==> src/core/sfs_pkg.sv <==
`default_nettype none
package sfs_pkg;
  // ----------------------------------------
  // frame layout
  // ----------------------------------------
  localparam int ADDR_BITS = 16;
  localparam int CTRL_BITS = 8;
  localparam int HDR_BITS = 24;
  localparam int BYTE_BITS = 8;
  localparam logic [1:0] LEN_VAR = 2'h0;
  localparam logic [1:0] LEN_ONE = 2'h1;
  localparam logic [1:0] LEN_TWO = 2'h2;
  localparam logic [1:0] LEN_FOUR = 2'h3;
  localparam logic RW_WRITE = 1'b1;
  localparam logic RW_READ = 1'b0;
  // control byte field positions
  localparam int CTRL_BSEL_LSB = 3;
  localparam int CTRL_RW_POS = 2;
  localparam int CTRL_LEN_LSB = 0;
  // ----------------------------------------
  // reset values and link timing
  // ----------------------------------------
  localparam logic [15:0] RST_ADDR = 16'h0000;
  localparam logic [7:0] RST_BYTE = 8'h00;
  localparam int CLK_MHZ = 125;
  localparam int SCLK_NS = 160;
  localparam int HALF_CYC = (SCLK_NS * CLK_MHZ / 1000) / 2;
  localparam logic [7:0] HALF_CYC_W = 8'(HALF_CYC);
  localparam logic [7:0] CS_GAP_CYC = 8'h10;

  function automatic logic [2:0] sfs_len_bytes(input logic [1:0] mode);
    sfs_len_bytes = (mode == LEN_ONE) ? 3'h1 : (mode == LEN_TWO) ? 3'h2 :
                    (mode == LEN_FOUR) ? 3'h4 : 3'h0;
  endfunction : sfs_len_bytes
endpackage : sfs_pkg
`default_nettype wire

==> src/core/sfs_link_if.sv <==
`default_nettype none
interface sfs_link_if;
  logic sclk;
  logic chip_select_n;
  logic mosi;
  logic miso;
  logic miso_oe;
  modport target (input sclk, input chip_select_n, input mosi, output miso, output miso_oe);
  modport host (output sclk, output chip_select_n, output mosi, input miso, input miso_oe);
endinterface : sfs_link_if
`default_nettype wire

==> src/core/sfs_target.sv <==
// Behaviour
// - variable-length data lasts while select low
// - host sends length bits 00 for variable
// - select edges start/end frame, parser resets
// - read_write_bit 1 means write data accepted
// - read_write_bit 0 means device returns data
// - host shifts mosi on sclk falling edge
// - device shifts miso on sclk falling edge
// - extra bytes go to successive addresses
// - fixed-length mode: select tied low
// - fixed length from length bits: 1,2,4
// - write encodings 01,10,11 give 1,2,4
// - read encodings give same byte counts
// - 16 address, 5 block, rw, 2 length, data
// - host clocks exactly declared byte count
// - same bit signalling in both modes
// - bytes go msb first
`default_nettype none
module sfs_target (
  input wire logic clk,
  input wire logic rst,
  sfs_link_if.target link,
  output logic [15:0] acc_addr,
  output logic [4:0] block_select_bits,
  output logic [7:0] wr_data,
  output logic wr_strobe,
  output logic rd_strobe,
  input wire logic [7:0] rd_data
);
  // ----------------------------------------
  // synchronisers and edge detection
  // ----------------------------------------
  logic [1:0] sclk_s, cs_s, mosi_s;
  logic sclk_d, cs_d;
  always_ff @(posedge clk or posedge rst)
  begin
    if (rst)
    begin
      sclk_s <= 2'h0;
      cs_s <= 2'h3;
      mosi_s <= 2'h0;
      sclk_d <= 1'b0;
      cs_d <= 1'b1;
    end
    else
    begin
      sclk_s <= {sclk_s[0], link.sclk};
      cs_s <= {cs_s[0], link.chip_select_n};
      mosi_s <= {mosi_s[0], link.mosi};
      sclk_d <= sclk_s[1];
      cs_d <= cs_s[1];
    end
  end
  wire sclk_rise = sclk_s[1] & ~sclk_d;
  wire sclk_fall = ~sclk_s[1] & sclk_d;
  wire cs_low = ~cs_s[1];
  wire cs_edge = cs_s[1] ^ cs_d;

  // ----------------------------------------
  // frame parser
  // ----------------------------------------
  typedef enum logic [2:0] {
    ST_HDR = 3'b001,
    ST_DATA = 3'b010,
    ST_IDLE = 3'b100
  } sfs_state_t;
  sfs_state_t state, next_state;
  logic [4:0] bit_cnt;
  logic [23:0] hdr;
  logic [7:0] rx_sh, tx_sh;
  logic [2:0] bytes_left;
  logic fixed, rw, rd_load;
  logic miso_q, oe_q;

  wire [23:0] hdr_next = {hdr[22:0], mosi_s[1]};
  wire hdr_done = sclk_rise & (state == ST_HDR) & (bit_cnt == 5'(sfs_pkg::HDR_BITS - 1));
  wire byte_done = sclk_rise & (state == ST_DATA) & (bit_cnt == 5'(sfs_pkg::BYTE_BITS - 1));
  wire [1:0] len_f = hdr_next[sfs_pkg::CTRL_LEN_LSB +: 2];
  wire rw_f = hdr_next[sfs_pkg::CTRL_RW_POS];
  wire [2:0] len_n = sfs_pkg::sfs_len_bytes(len_f);
  wire fixed_n = (len_f != sfs_pkg::LEN_VAR);
  wire last_fixed = byte_done & fixed & (bytes_left == 3'h1);
  // both modes run whenever select is low; neither waits for a fall
  wire active = cs_low;

  always_comb
  begin
    next_state = state;
    case (state)
      ST_IDLE: next_state = active ? ST_HDR : ST_IDLE;
      ST_HDR: next_state = hdr_done ? ST_DATA : ST_HDR;
      ST_DATA: next_state = last_fixed ? ST_HDR : ST_DATA;
      default: next_state = ST_IDLE;
    endcase
    if (cs_edge | ~active)
      next_state = active ? ST_HDR : ST_IDLE;
  end

  always_ff @(posedge clk or posedge rst)
  begin
    if (rst)
    begin
      state <= ST_IDLE;
      bit_cnt <= 5'h00;
      hdr <= 24'h00_0000;
      rx_sh <= sfs_pkg::RST_BYTE;
      tx_sh <= sfs_pkg::RST_BYTE;
      bytes_left <= 3'h0;
      fixed <= 1'b0;
      rw <= 1'b0;
      rd_load <= 1'b0;
      acc_addr <= sfs_pkg::RST_ADDR;
      block_select_bits <= 5'h00;
      wr_data <= sfs_pkg::RST_BYTE;
      wr_strobe <= 1'b0;
      rd_strobe <= 1'b0;
      miso_q <= 1'b0;
      oe_q <= 1'b0;
    end
    else
    begin
      state <= next_state;
      wr_strobe <= 1'b0;
      rd_strobe <= 1'b0;
      rd_load <= rd_strobe;
      // write address moves on only after the strobe has shown it
      if (wr_strobe)
        acc_addr <= acc_addr + 16'h0001;
      if (next_state != state || cs_edge)
        bit_cnt <= 5'h00;
      else if (hdr_done || byte_done)
        bit_cnt <= 5'h00;
      else if (sclk_rise && state != ST_IDLE)
        bit_cnt <= bit_cnt + 5'h01;
      if (sclk_rise && state == ST_HDR)
        hdr <= hdr_next;
      if (hdr_done)
      begin
        acc_addr <= hdr_next[23:8];
        block_select_bits <= hdr_next[7:3];
        rw <= rw_f;
        fixed <= fixed_n;
        bytes_left <= len_n;
        rd_strobe <= (rw_f == sfs_pkg::RW_READ);
      end
      if (sclk_rise && state == ST_DATA)
        rx_sh <= {rx_sh[6:0], mosi_s[1]};
      if (byte_done)
      begin
        bytes_left <= bytes_left - 3'h1;
        if (rw == sfs_pkg::RW_WRITE)
        begin
          wr_data <= {rx_sh[6:0], mosi_s[1]};
          wr_strobe <= 1'b1;
        end
        if (rw == sfs_pkg::RW_READ)
          acc_addr <= acc_addr + 16'h0001;
        if (rw == sfs_pkg::RW_READ && !last_fixed)
          rd_strobe <= 1'b1;
      end
      // read data stands the cycle after its strobe, bit 7 first out
      if (rd_load)
        tx_sh <= rd_data;
      // shifted on falling sclk so it settles before host samples
      if (state == ST_DATA && rw == sfs_pkg::RW_READ)
      begin
        oe_q <= 1'b1;
        if (sclk_fall)
        begin
          miso_q <= tx_sh[7];
          tx_sh <= {tx_sh[6:0], 1'b0};
        end
      end
      else
      begin
        oe_q <= 1'b0;
        miso_q <= 1'b0;
      end
    end
  end
  assign link.miso = miso_q;
  assign link.miso_oe = oe_q;
endmodule : sfs_target
`default_nettype wire

==> src/flat_wrapper.sv <==
// flat-port wrapper written by rule: the top's interface ports become plain ports
module sfs_target_flat 
  (clk, rst, acc_addr, block_select_bits, wr_data, wr_strobe, rd_strobe, rd_data, link_sclk, link_chip_select_n, link_mosi, link_miso, link_miso_oe);
  sfs_link_if link_i ();
  input wire logic clk;
  input wire logic rst;
  output logic [15:0] acc_addr;
  output logic [4:0] block_select_bits;
  output logic [7:0] wr_data;
  output logic wr_strobe;
  output logic rd_strobe;
  input wire logic [7:0] rd_data;
  input wire logic [$bits(link_i.sclk)-1:0] link_sclk;
  input wire logic [$bits(link_i.chip_select_n)-1:0] link_chip_select_n;
  input wire logic [$bits(link_i.mosi)-1:0] link_mosi;
  output wire logic [$bits(link_i.miso)-1:0] link_miso;
  output wire logic [$bits(link_i.miso_oe)-1:0] link_miso_oe;
  assign link_i.sclk = link_sclk;
  assign link_i.chip_select_n = link_chip_select_n;
  assign link_i.mosi = link_mosi;
  assign link_miso = link_i.miso;
  assign link_miso_oe = link_i.miso_oe;
  sfs_target u_core (.clk(clk), .rst(rst), .link(link_i), .acc_addr(acc_addr), .block_select_bits(block_select_bits), .wr_data(wr_data), .wr_strobe(wr_strobe), .rd_strobe(rd_strobe), .rd_data(rd_data));
endmodule
==> config.mk <==
export PLATFORM = sky130hd
export DESIGN_NAME = sfs_target_flat
export DESIGN_NICKNAME = d
export VERILOG_FILES = /design/src/core/sfs_pkg.sv /design/src/core/sfs_link_if.sv /design/src/core/sfs_target.sv /design/src/flat_wrapper.sv
export SDC_FILE = /design/constraint.sdc
export NUM_CORES = 1
export LEC_CHECK = 0
export BUFFER_PORTS_ARGS = -buffer_cell sky130_fd_sc_hd__buf_2
export CORE_MARGIN = 1.5
export CORE_UTILIZATION = 55
export CTS_CLUSTER_SIZE = 30
export DETAILED_ROUTE_END_ITERATION = 8
export PLACE_DENSITY = 0.77
export SLEW_MARGIN = 25
export SYNTH_ARGS = -nofsm -noshare
export SYNTH_HDL_FRONTEND = slang
export SYNTH_SLANG_ARGS = --single-unit
==> constraint.sdc <==
create_clock -name clk -period 3.63 [get_ports clk]
set_clock_uncertainty 0.2 [all_clocks]
set_input_delay 0.363 -clock clk [delete_from_list [all_inputs] [get_ports clk]]
set_output_delay 0.363 -clock clk [all_outputs]
set_load 0.02 [all_outputs]
* Yosys cells after proc, flatten, opt, wreduce, memory -nomap -nowiden
Cells that the tools add are included.
** Storage, ports and cells
- Bits in registers :: 93
- Input bits :: 13
- Logic and storage cells :: 90
** Operators by class
- Add/sub/neg operators :: 3
- Eq/ne operators :: 12
- Muxes and demuxes :: 28
- Bitwise operators :: 14
- Reductions and logical operators :: 12
** Operator list (number)
- 16-bit two-way mux :: 4
- 8-bit two-way mux :: 3
- 3-bit two-way mux :: 7
- 16-bit by 1-bit adder with 16-bit output (second input constant) :: 1
- 5-bit two-way mux :: 3
- 3-bit case mux with 3 select lines :: 1
- 1-bit AND :: 8
- 1-bit two-way mux :: 8
- 3-bit by 1-bit equality test with 1-bit output (second input constant) :: 2
- 5-bit by 1-bit adder with 5-bit output (second input constant) :: 1
- 5-bit by 3-bit equality test with 1-bit output (second input constant) :: 1
- 5-bit equality test (second input constant) :: 1
- 1-bit logical AND :: 5
- 2-bit equality test (second input constant) :: 2
- 2-bit two-way mux :: 2
- 1-bit NOT :: 4
- 2-bit nonzero test :: 2
- 3-bit by 2-bit equality test with 1-bit output (second input constant) :: 1
- 3-bit equality test (second input constant) :: 1
- 3-bit != test :: 1
- 3-bit != test (second input constant) :: 1
- 3-bit nonzero test :: 1
- 3-bit by 1-bit subtractor with 3-bit output (second input constant) :: 1
- 2-bit by 1-bit equality test with 1-bit output (second input constant) :: 1
- other kinds (6) :: 7

* Longest topological paths before layout
Gate-level depths: netlist of run 1.
- Depth in word-level cells :: 12
- Mapped depth :: 8

* Least setup slack after synthesis of run 1
Ideal clock, no wire load.
- Kind :: flip-flop to flip-flop
- Start point :: register u_core.bit_cnt[0]
- End point :: register u_core.acc_addr[9]
- Library setup time :: 126 ps
- Arrival time :: 1769 ps
- Setup slack :: 1535 ps
- Cell stages (with the launch flop) :: 8
- Path buffers :: 1
- Cells stage by stage :: dfrtp_1 > ha_1 > and3b_1 > buf_2 > and3_1 > a21o_1 > a22o_1 > a221o_1
** Between the ends
- Longest elaborated chain between the ends :: 5
- Elaborated cells on any way between the ends :: 7
- Those cells by class :: eq/ne: 2; mux: 3; bitwise: 2
** Ends and longest elaborated chain
- start, declared :: RTL line sfs_target.sv:68 : logic [4:0] bit_cnt;
- start signal, assigned :: RTL line sfs_target.sv:134 : bit_cnt <= bit_cnt + 5'h01;
- 5-bit equality test :: RTL line sfs_target.sv:76 : wire hdr_done = sclk_rise & (state == ST_HDR) & (bit_cnt == 5'(sfs_pkg::HDR_BITS - 1));
- 1-bit AND :: RTL line sfs_target.sv:76
- 16-bit two-way mux :: RTL line sfs_target.sv:137 : if (hdr_done)
- 16-bit two-way mux :: RTL line sfs_target.sv:156 : if (rw == sfs_pkg::RW_READ)
- 16-bit two-way mux (*) :: RTL line sfs_target.sv:148 : if (byte_done)
- end signal, assigned :: RTL line sfs_target.sv:128 : acc_addr <= acc_addr + 16'h0001;
- end signal, assigned :: RTL line sfs_target.sv:139 : acc_addr <= hdr_next[23:8];
- end signal, assigned :: RTL line sfs_target.sv:157 : acc_addr <= acc_addr + 16'h0001;
- end, declared :: RTL line sfs_target.sv:23 : output logic [15:0] acc_addr,
Every way passes the cells marked *; elsewhere a longest branch is shown, timed or not.
A chain may end at the register's enable or synchronous reset.

* Worst setup path in the final report of run 1
- Start point :: register u_core.bit_cnt[0]
- End point :: register u_core.bit_cnt[4]
** Between the ends
- Longest elaborated chain between the ends :: 10
- Elaborated cells on any way between the ends :: 18
- Those cells by class :: add/sub: 1; eq/ne: 3; mux: 7; bitwise: 4; reduce/logical: 3
** Ends and longest elaborated chain
- 5-bit by 3-bit equality test with 1-bit output :: RTL line sfs_target.sv:77 : wire byte_done = sclk_rise & (state == ST_DATA) & (bit_cnt == 5'(sfs_pkg::BYTE_BITS - 1));
- 1-bit AND :: RTL line sfs_target.sv:77
- 1-bit AND (2 in series) :: RTL line sfs_target.sv:82 : wire last_fixed = byte_done & fixed & (bytes_left == 3'h1);
- 2-bit two-way mux :: RTL line sfs_target.sv:92 : ST_DATA: next_state = last_fixed ? ST_HDR : ST_DATA;
- 3-bit case mux with 3 select lines :: RTL line sfs_target.sv:89 : case (state)
- 3-bit two-way mux :: RTL line sfs_target.sv:95 : if (cs_edge | ~active)
- 3-bit != test :: RTL line sfs_target.sv:129 : if (next_state != state || cs_edge)
- 1-bit logical OR :: RTL line sfs_target.sv:129
- 3-bit nonzero test (no source line) or 5-bit two-way mux (tied branches)
Several ways; a longest one is shown, not always the timed one. The select of a mux whose other input is x is not followed.

==> results of run 1 <==
timing repair:
action,4_1_cts,5_1_grt
hold buffers,4,0
gates resized for setup,0,0
hold endpoints to repair,49,0
setup buffers,0,0
synth_stat cells, types with 3 or more instances:
library cell   n  area (µm²)
dfrtp_1       89        2230
nand2_1       36         135
mux2_2        31         349
nor2_1        26        97.6
a21oi_1       16        80.1
mux2i_1       11         110
buf_2         10        50.1
inv_1         10        37.5
nand3_1        9        45.0
nor3_1         9        45.0
mux2_1         8        90.1
o21ai_0        7        35.0
xnor2_1        7        61.3
a31oi_1        6        37.5
and4_1         5        43.8
ha_1           5        62.6
nand2b_1       5        31.3
nor3b_1        5        37.5
nor4b_1        5        43.8
o211ai_1       5        37.5
xor2_1         5        43.8
clkbuf_1       4        15.0
dfstp_2        4         105
a211oi_1       3        22.5
a221o_1        3        30.0
and3_1         3        18.8
nand4_1        3        18.8
nor2b_1        3        18.8
state kept, by name, indices dropped and copies added (netlist names), 2 cells and up:
name	cells
u_core.hdr	23
u_core.acc_addr	16
u_core.tx_sh	8
u_core.wr_data	8
u_core.rx_sh	7
u_core.bit_cnt	5
u_core.block_select_bits	5
u_core.bytes_left	3
u_core.state	3
u_core.cs_s	2
u_core.mosi_s	2
u_core.sclk_s	2
per-stage QoR:
stage | power (W) | cells | setup slack (ns)
after detailed placement | 0.00120 | 501 | 1.09
after global placement | 0.00120 | 501 | 1.17
after CTS | 0.00187 | 521 | 1.07
after global routing | 0.00193 | 521 | 0.855
final | 0.00186 | 521 | 1.06
after floorplan | 0.00117 | 368 | 0.653
power by group through the flow:
| stage | combinational (W) | clock (W) | sequential, W |
|---|---|---|---|
| final | 0.0000890 | 0.000674 | 0.00109 |
| after global routing | 0.000101 | 0.000731 | 0.00110 |
| after CTS | 0.0000912 | 0.000688 | 0.00109 |
| after detailed placement | 0.0000874 | 0 | 0.00111 |
| after global placement | 0.0000856 | 0 | 0.00111 |
| after floorplan | 0.0000718 | 0 | 0.00110 |
worst paths after layout:
kind / startpoint / end / slack, ns / cells after the start
hold / removal: rd_data[0] / u_core.tx_sh[0] / 0.05 / 3
setup / recovery: u_core.bit_cnt[0] / u_core.bit_cnt[4] / 1.06 / 6
min in group asynchronous: rst / u_core.wr_data[2] / 0.48 / 3
max in group asynchronous: rst / u_core.cs_s[1] / 1.93 / 4
hold reg to reg: u_core.sclk_s[0] / u_core.sclk_s[1] / 0.15 / 0
setup reg to reg: u_core.bit_cnt[0] / u_core.bit_cnt[4] / 1.06 / 6
routing by layer:
layer | wire [µm] | track usage
met2 | 3770 | 0.331
met1 | 3600 | 0.274
met3 | 359 | 0.0503
met5 | 0 | 0
met4 | 124 | 0.0807
cell families (layout without fill, tap and decap cells):
logic type | count (synthesis) | in the layout | share of synthesized area
xor gates and xnor gates | 12 | 12 | 0.0247
AOI/OAI and AO/OA | 60 | 60 | 0.0965
adders and majority gates | 5 | 5 | 0.0147
buffers and inverters | 26 | 80 | 0.0259
and+or+nand+nor | 122 | 122 | 0.161
muxes | 50 | 50 | 0.129
DFF | 93 | 93 | 0.548
worst max-delay path, stage by stage, from the launching register on:
cell and delay (ns):
dfrtp_1 0.39, ha_1 0.18, and3b_1 0.41, and4_1 0.57, o211ai_1 0.16, o211ai_1 0.40
nor4b_1 0.12
cells in the final DEF (no fill, tap or decap), types with 3 or more instances in the layout:
cell type,synthesis,final
nor3b_1,5,5
and4_1,5,5
a221o_1,3,3
mux2i_1,11,11
ha_1,5,5
buf_4,0,5
nand2b_1,5,5
nor2_1,26,26
nand3_1,9,9
o21ai_0,7,7
inv_1,10,9
dlygate4sd3_1,0,4
clkbuf_8,0,9
buf_2,10,45
dfrtp_1,89,89
nand4_1,3,3
a211oi_1,3,3
mux2_1,8,8
xnor2_1,7,7
mux2_2,31,31
nor4b_1,5,5
nand2_1,36,36
o211ai_1,5,5
xor2_1,5,5
and3_1,3,3
dfstp_2,4,4
nor2b_1,3,3
a21oi_1,16,16
nor3_1,9,9
a31oi_1,6,6
final cells by class:
class / count / area, µm²
Fill cell: 599 / 2570
Multi-Input combinational cell: 249 / 1810
Tap cell: 99 / 124
Timing Repair Buffer: 54 / 303
Inverter: 10 / 38.8
Sequential cell: 93 / 2330
Clock inverter: 5 / 60.1
Clock buffer: 11 / 131
==> results_dict.tcl, run 1 <==
set metrics [dict create \
    status "completed" \
    place.gp.congestion 0.891 \
    firstDrtPassIters 4 \
    rsz0062_at_grt "no" \
    final_layout_size_suffix_gt1_frac 0.261 \
    grt_antenna_before_repair 0 \
    path_class "flop to flop" \
    arrival_ns 2.60 \
    ys_seq_area_frac 0.548 \
    initial_core_util 0.577 \
    fin_crit_ns 2.57 \
    max-cap-violations 0 \
    power_frac_seq 0.589 \
    synth_area_per_cell_um2 11.6 \
    synth_cell_type_count 53 \
    num_vias 2959 \
    finalHoldViolations 0 \
    ir_drop_v 0.000285 \
    h-tree-depth 3 \
    synthArstFlopShare 1.00 \
    fin_hold_ws_ns 0.0493 \
    drtIter0Drc 118 \
    hp-class "input port to flop" \
    cts.sink_count 93 \
    die_w_um 90.9 \
    cellPowerDensity_nw_per_um2 387 \
    cts_made_buffers 9 \
    dieArea_um2 8270 \
    clk_latency_ns 0.36 \
    p_clk_frac 0.363 \
    cts_tree "built" \
    leakage_nw 2.35 \
    port_buffers 45 \
    ios 46 \
    via_per_inst 5.68 \
    power_frac_comb 0.048 \
    switching_share 0.233 \
    worst_pin_slew_ns 0.788 \
    fin_area_um2 4800 \
    finalSetupViolCount 0 \
    remaining_drc_errors 0 \
    switchingPower_w 0.000433 \
    tns_ns 0 \
    wl_per_cell_um 15.1 \
    die_h_um 90.9 \
    antenna_cells 0 \
    grt.overflow.total 0 \
    synth_cells 368 \
    fmax_mhz 389 \
    cts_max_path_buffers 2 \
    fin_util 0.651 \
    nNetsFinal 435 \
    rows 31 \
    first_global_vias 2867 \
    finalCritPeriodShare 0.707 \
    cp-start-kind "flop" \
    grt_start_max_net_pins 50 \
    grt_pass1_wl_um 13500 \
    synth_flop_cell "dfrtp_1" \
    synth_seq_cells 93 \
    slew_headroom 0.474 \
    synth_nets 386 \
    synth-edff-count 0 \
    grt_use_total 0.207 \
    area_delta_synth_final_pct 12.9 \
    drt_wl_total_um 7860 \
    placed_cell_area_um2 4570 \
    finalMaxSlewViolations 0 \
    yosys_warnings 0 \
    syn-cell-area_um2 4250 \
    crit_fanout 13 \
    hpwl_um 5580 \
    clkTransAtPathRegs_ns 0.09 \
    internal_power_w 0.00142 \
    cp.required_ns 3.66 \
    coreArea_um2 7370 \
    antenna_left 0 \
    critPathCaptureType "flop" \
    root_buffer "clkbuf_8" \
]
Note: power is estimated with default switching activity, not from simulation.
==> run 2: changes to the inputs <==
Settings changed: CORE_UTILIZATION 55 to 53, PLACE_DENSITY 0.77 to 0.78.
Clock period 3.63 ns to 2.31 ns, I/O delays scaled along.
==> run 2 against run 1 <==
  * Register-to-register slack got worse by 1.0 ns
  * Critical path type unchanged
  * Via count grew 4.4%
  * Critical path depth rose by 1
  * Sequential share of layout area is 2.5 points lower
  * Non-clock buffer count rose by 22
  * Combinational power grew 88%
==> results_dict.tcl, run 2 (synthesized netlist as in run 1, its figures left out) <==
set metrics [dict create \
    fmax_mhz 440 \
    rsz0062_at_grt "yes" \
    initial_core_util 0.548 \
    finalCritPeriodShare 0.985 \
    drt_wl_total_um 8260 \
    max-cap-violations 0 \
    slew_headroom 0.662 \
    port_buffers 45 \
    timing.rr.start "u_core.bit_cnt[0]" \
    coreArea_um2 7770 \
    place.gp.congestion 0.827 \
    path_class "flop to flop" \
    final_layout_size_suffix_gt1_frac 0.301 \
    drtIter0Drc 188 \
    antenna_cells 0 \
    hold_depth 3 \
    pre_cts_ws_ns -0.0225 \
    cellPowerDensity_nw_per_um2 589 \
    root_buffer "clkbuf_8" \
    h-tree-depth 3 \
    finalHoldViolations 0 \
    leakage_nw 2.47 \
    regMostFlops "u_core.hdr" \
    r2r_slack_ns 0.04 \
    grt_pass1_wl_um 13600 \
    fillers 626 \
    firstDrtPassIters 4 \
    finalPower_w 0.00298 \
    status "completed" \
    mostFrequentLayoutCell "dfrtp_1" \
    arrival_ns 2.32 \
    reg2reg_depth 7 \
    cp-start-kind "flop" \
    grt_use_total 0.203 \
    clkTransAtPathRegs_ns 0.09 \
    fin_hold_ws_ns 0.00791 \
    hpwl_um 5590 \
    grt_start_max_net_pins 45 \
    ir_drop_v 0.000333 \
    finalMaxSlewViolations 0 \
    via_per_inst 5.65 \
    min_to "u_core.tx_sh[1]" \
    hp-class "input port to flop" \
    antenna_left 0 \
    timing.rr.end "u_core.acc_addr[9]" \
    cts_tree "built" \
    fin_crit_ns 2.27 \
    top_regs "u_core.hdr x23, u_core.acc_addr x16" \
    dieArea_um2 8570 \
    num_vias 3090 \
    cts_made_buffers 9 \
    setup_slack_ns 0.0356 \
    grt.overflow.total 0 \
    die_w_um 92.6 \
    clk_latency_ns 0.36 \
    rows 32 \
    critPathCaptureType "flop" \
    first_global_vias 2969 \
    worst_pin_slew_ns 0.505 \
    cts_max_path_buffers 2 \
    grt_antenna_before_repair 0 \
    cts.sink_count 93 \
    layout_common_cells "dfrtp_1, buf_2, nand2_1" \
    die_h_um 92.6 \
    remaining_drc_errors 0 \
    wl_per_cell_um 15.1 \
    cp.required_ns 2.35 \
    finalSetupViolCount 0 \
    crit_fanout 12 \
    hp-start "rd_data[1]" \
    area_delta_synth_final_pct 19.1 \
    ios 46 \
    largest_reg_flops 23 \
    nNetsFinal 458 \
]
==> run 2: report_power, final <==
group / switching [W] / internal, W / leakage, nW
Sequential: 0.0000472 / 0.00167 / 1.23
Combinational: 0.0000863 / 0.0000806 / 1.14
Clock: 0.000566 / 0.000535 / 0.0951
Total: 0.000700 / 0.00228 / 2.47
==> run 2: how the worst max path moves through the flow <==
stage                                  from                  end  cells past startpoint
after floorplan           u_core.bit_cnt[0]   u_core.acc_addr[9]                      7
after global placement    u_core.bit_cnt[0]    u_core.wr_data[2]                      6
after detailed placement  u_core.bit_cnt[0]    u_core.wr_data[4]                      6
after CTS                 u_core.bit_cnt[0]  u_core.acc_addr[13]                      6
after global routing         u_core.cs_s[1]    u_core.bit_cnt[3]                      6
final                     u_core.bit_cnt[0]   u_core.acc_addr[9]                      7
==> run 2: worst max-delay path, cell delays in order (launching register included) <==
cell     delay [ns]
dfrtp_1        0.40
ha_2           0.23
and3b_2        0.26
buf_4          0.13
nand4_2        0.20
buf_4          0.25
a22o_1         0.22
a221o_1        0.28
==> run 2: per-stage QoR <==
step	instance area (µm²)	setup TNS, ns	instances	utilization
2_1_floorplan	4260	0	368	-
3_3_place_gp	4680	0	516	0.602
3_5_place_dp	4680	-0.118	516	0.602
4_1_cts	5000	0	543	0.643
5_1_grt	5060	-0.248	547	0.652
6_report	5060	0	547	0.652
==> run 2: layout make-up <==
class                      count  area (µm²)  share of cell area
inverter                      10        41.3             0.00815
clock buffer                  10         138              0.0272
multi-input combinational    250        1860               0.367
tap                          102         128              0.0252
timing repair buffer          76         498              0.0983
clock inverter                 6        70.1              0.0138
sequential                    93        2330               0.460
==> run 2: what timing repair did <==
action,4_1_cts,5_1_grt
gates resized for setup,1,7
buffers inserted,0,3
pin swaps,0,4
gates cloned,0,1
hold buffers,11,0
endpoints found under the hold margin,26,0
setup endpoints to repair,10,18
==> run 2: metal layers <==
layer / up-vias / wire length (µm) / global-route usage
met4: 0 / 151 / 0.0962
met1: 1518 / 3750 / 0.264
met2: 83 / 3990 / 0.329
li1: 1475 / - / -
met5: - / 0 / 0
met3: 14 / 372 / 0.0361
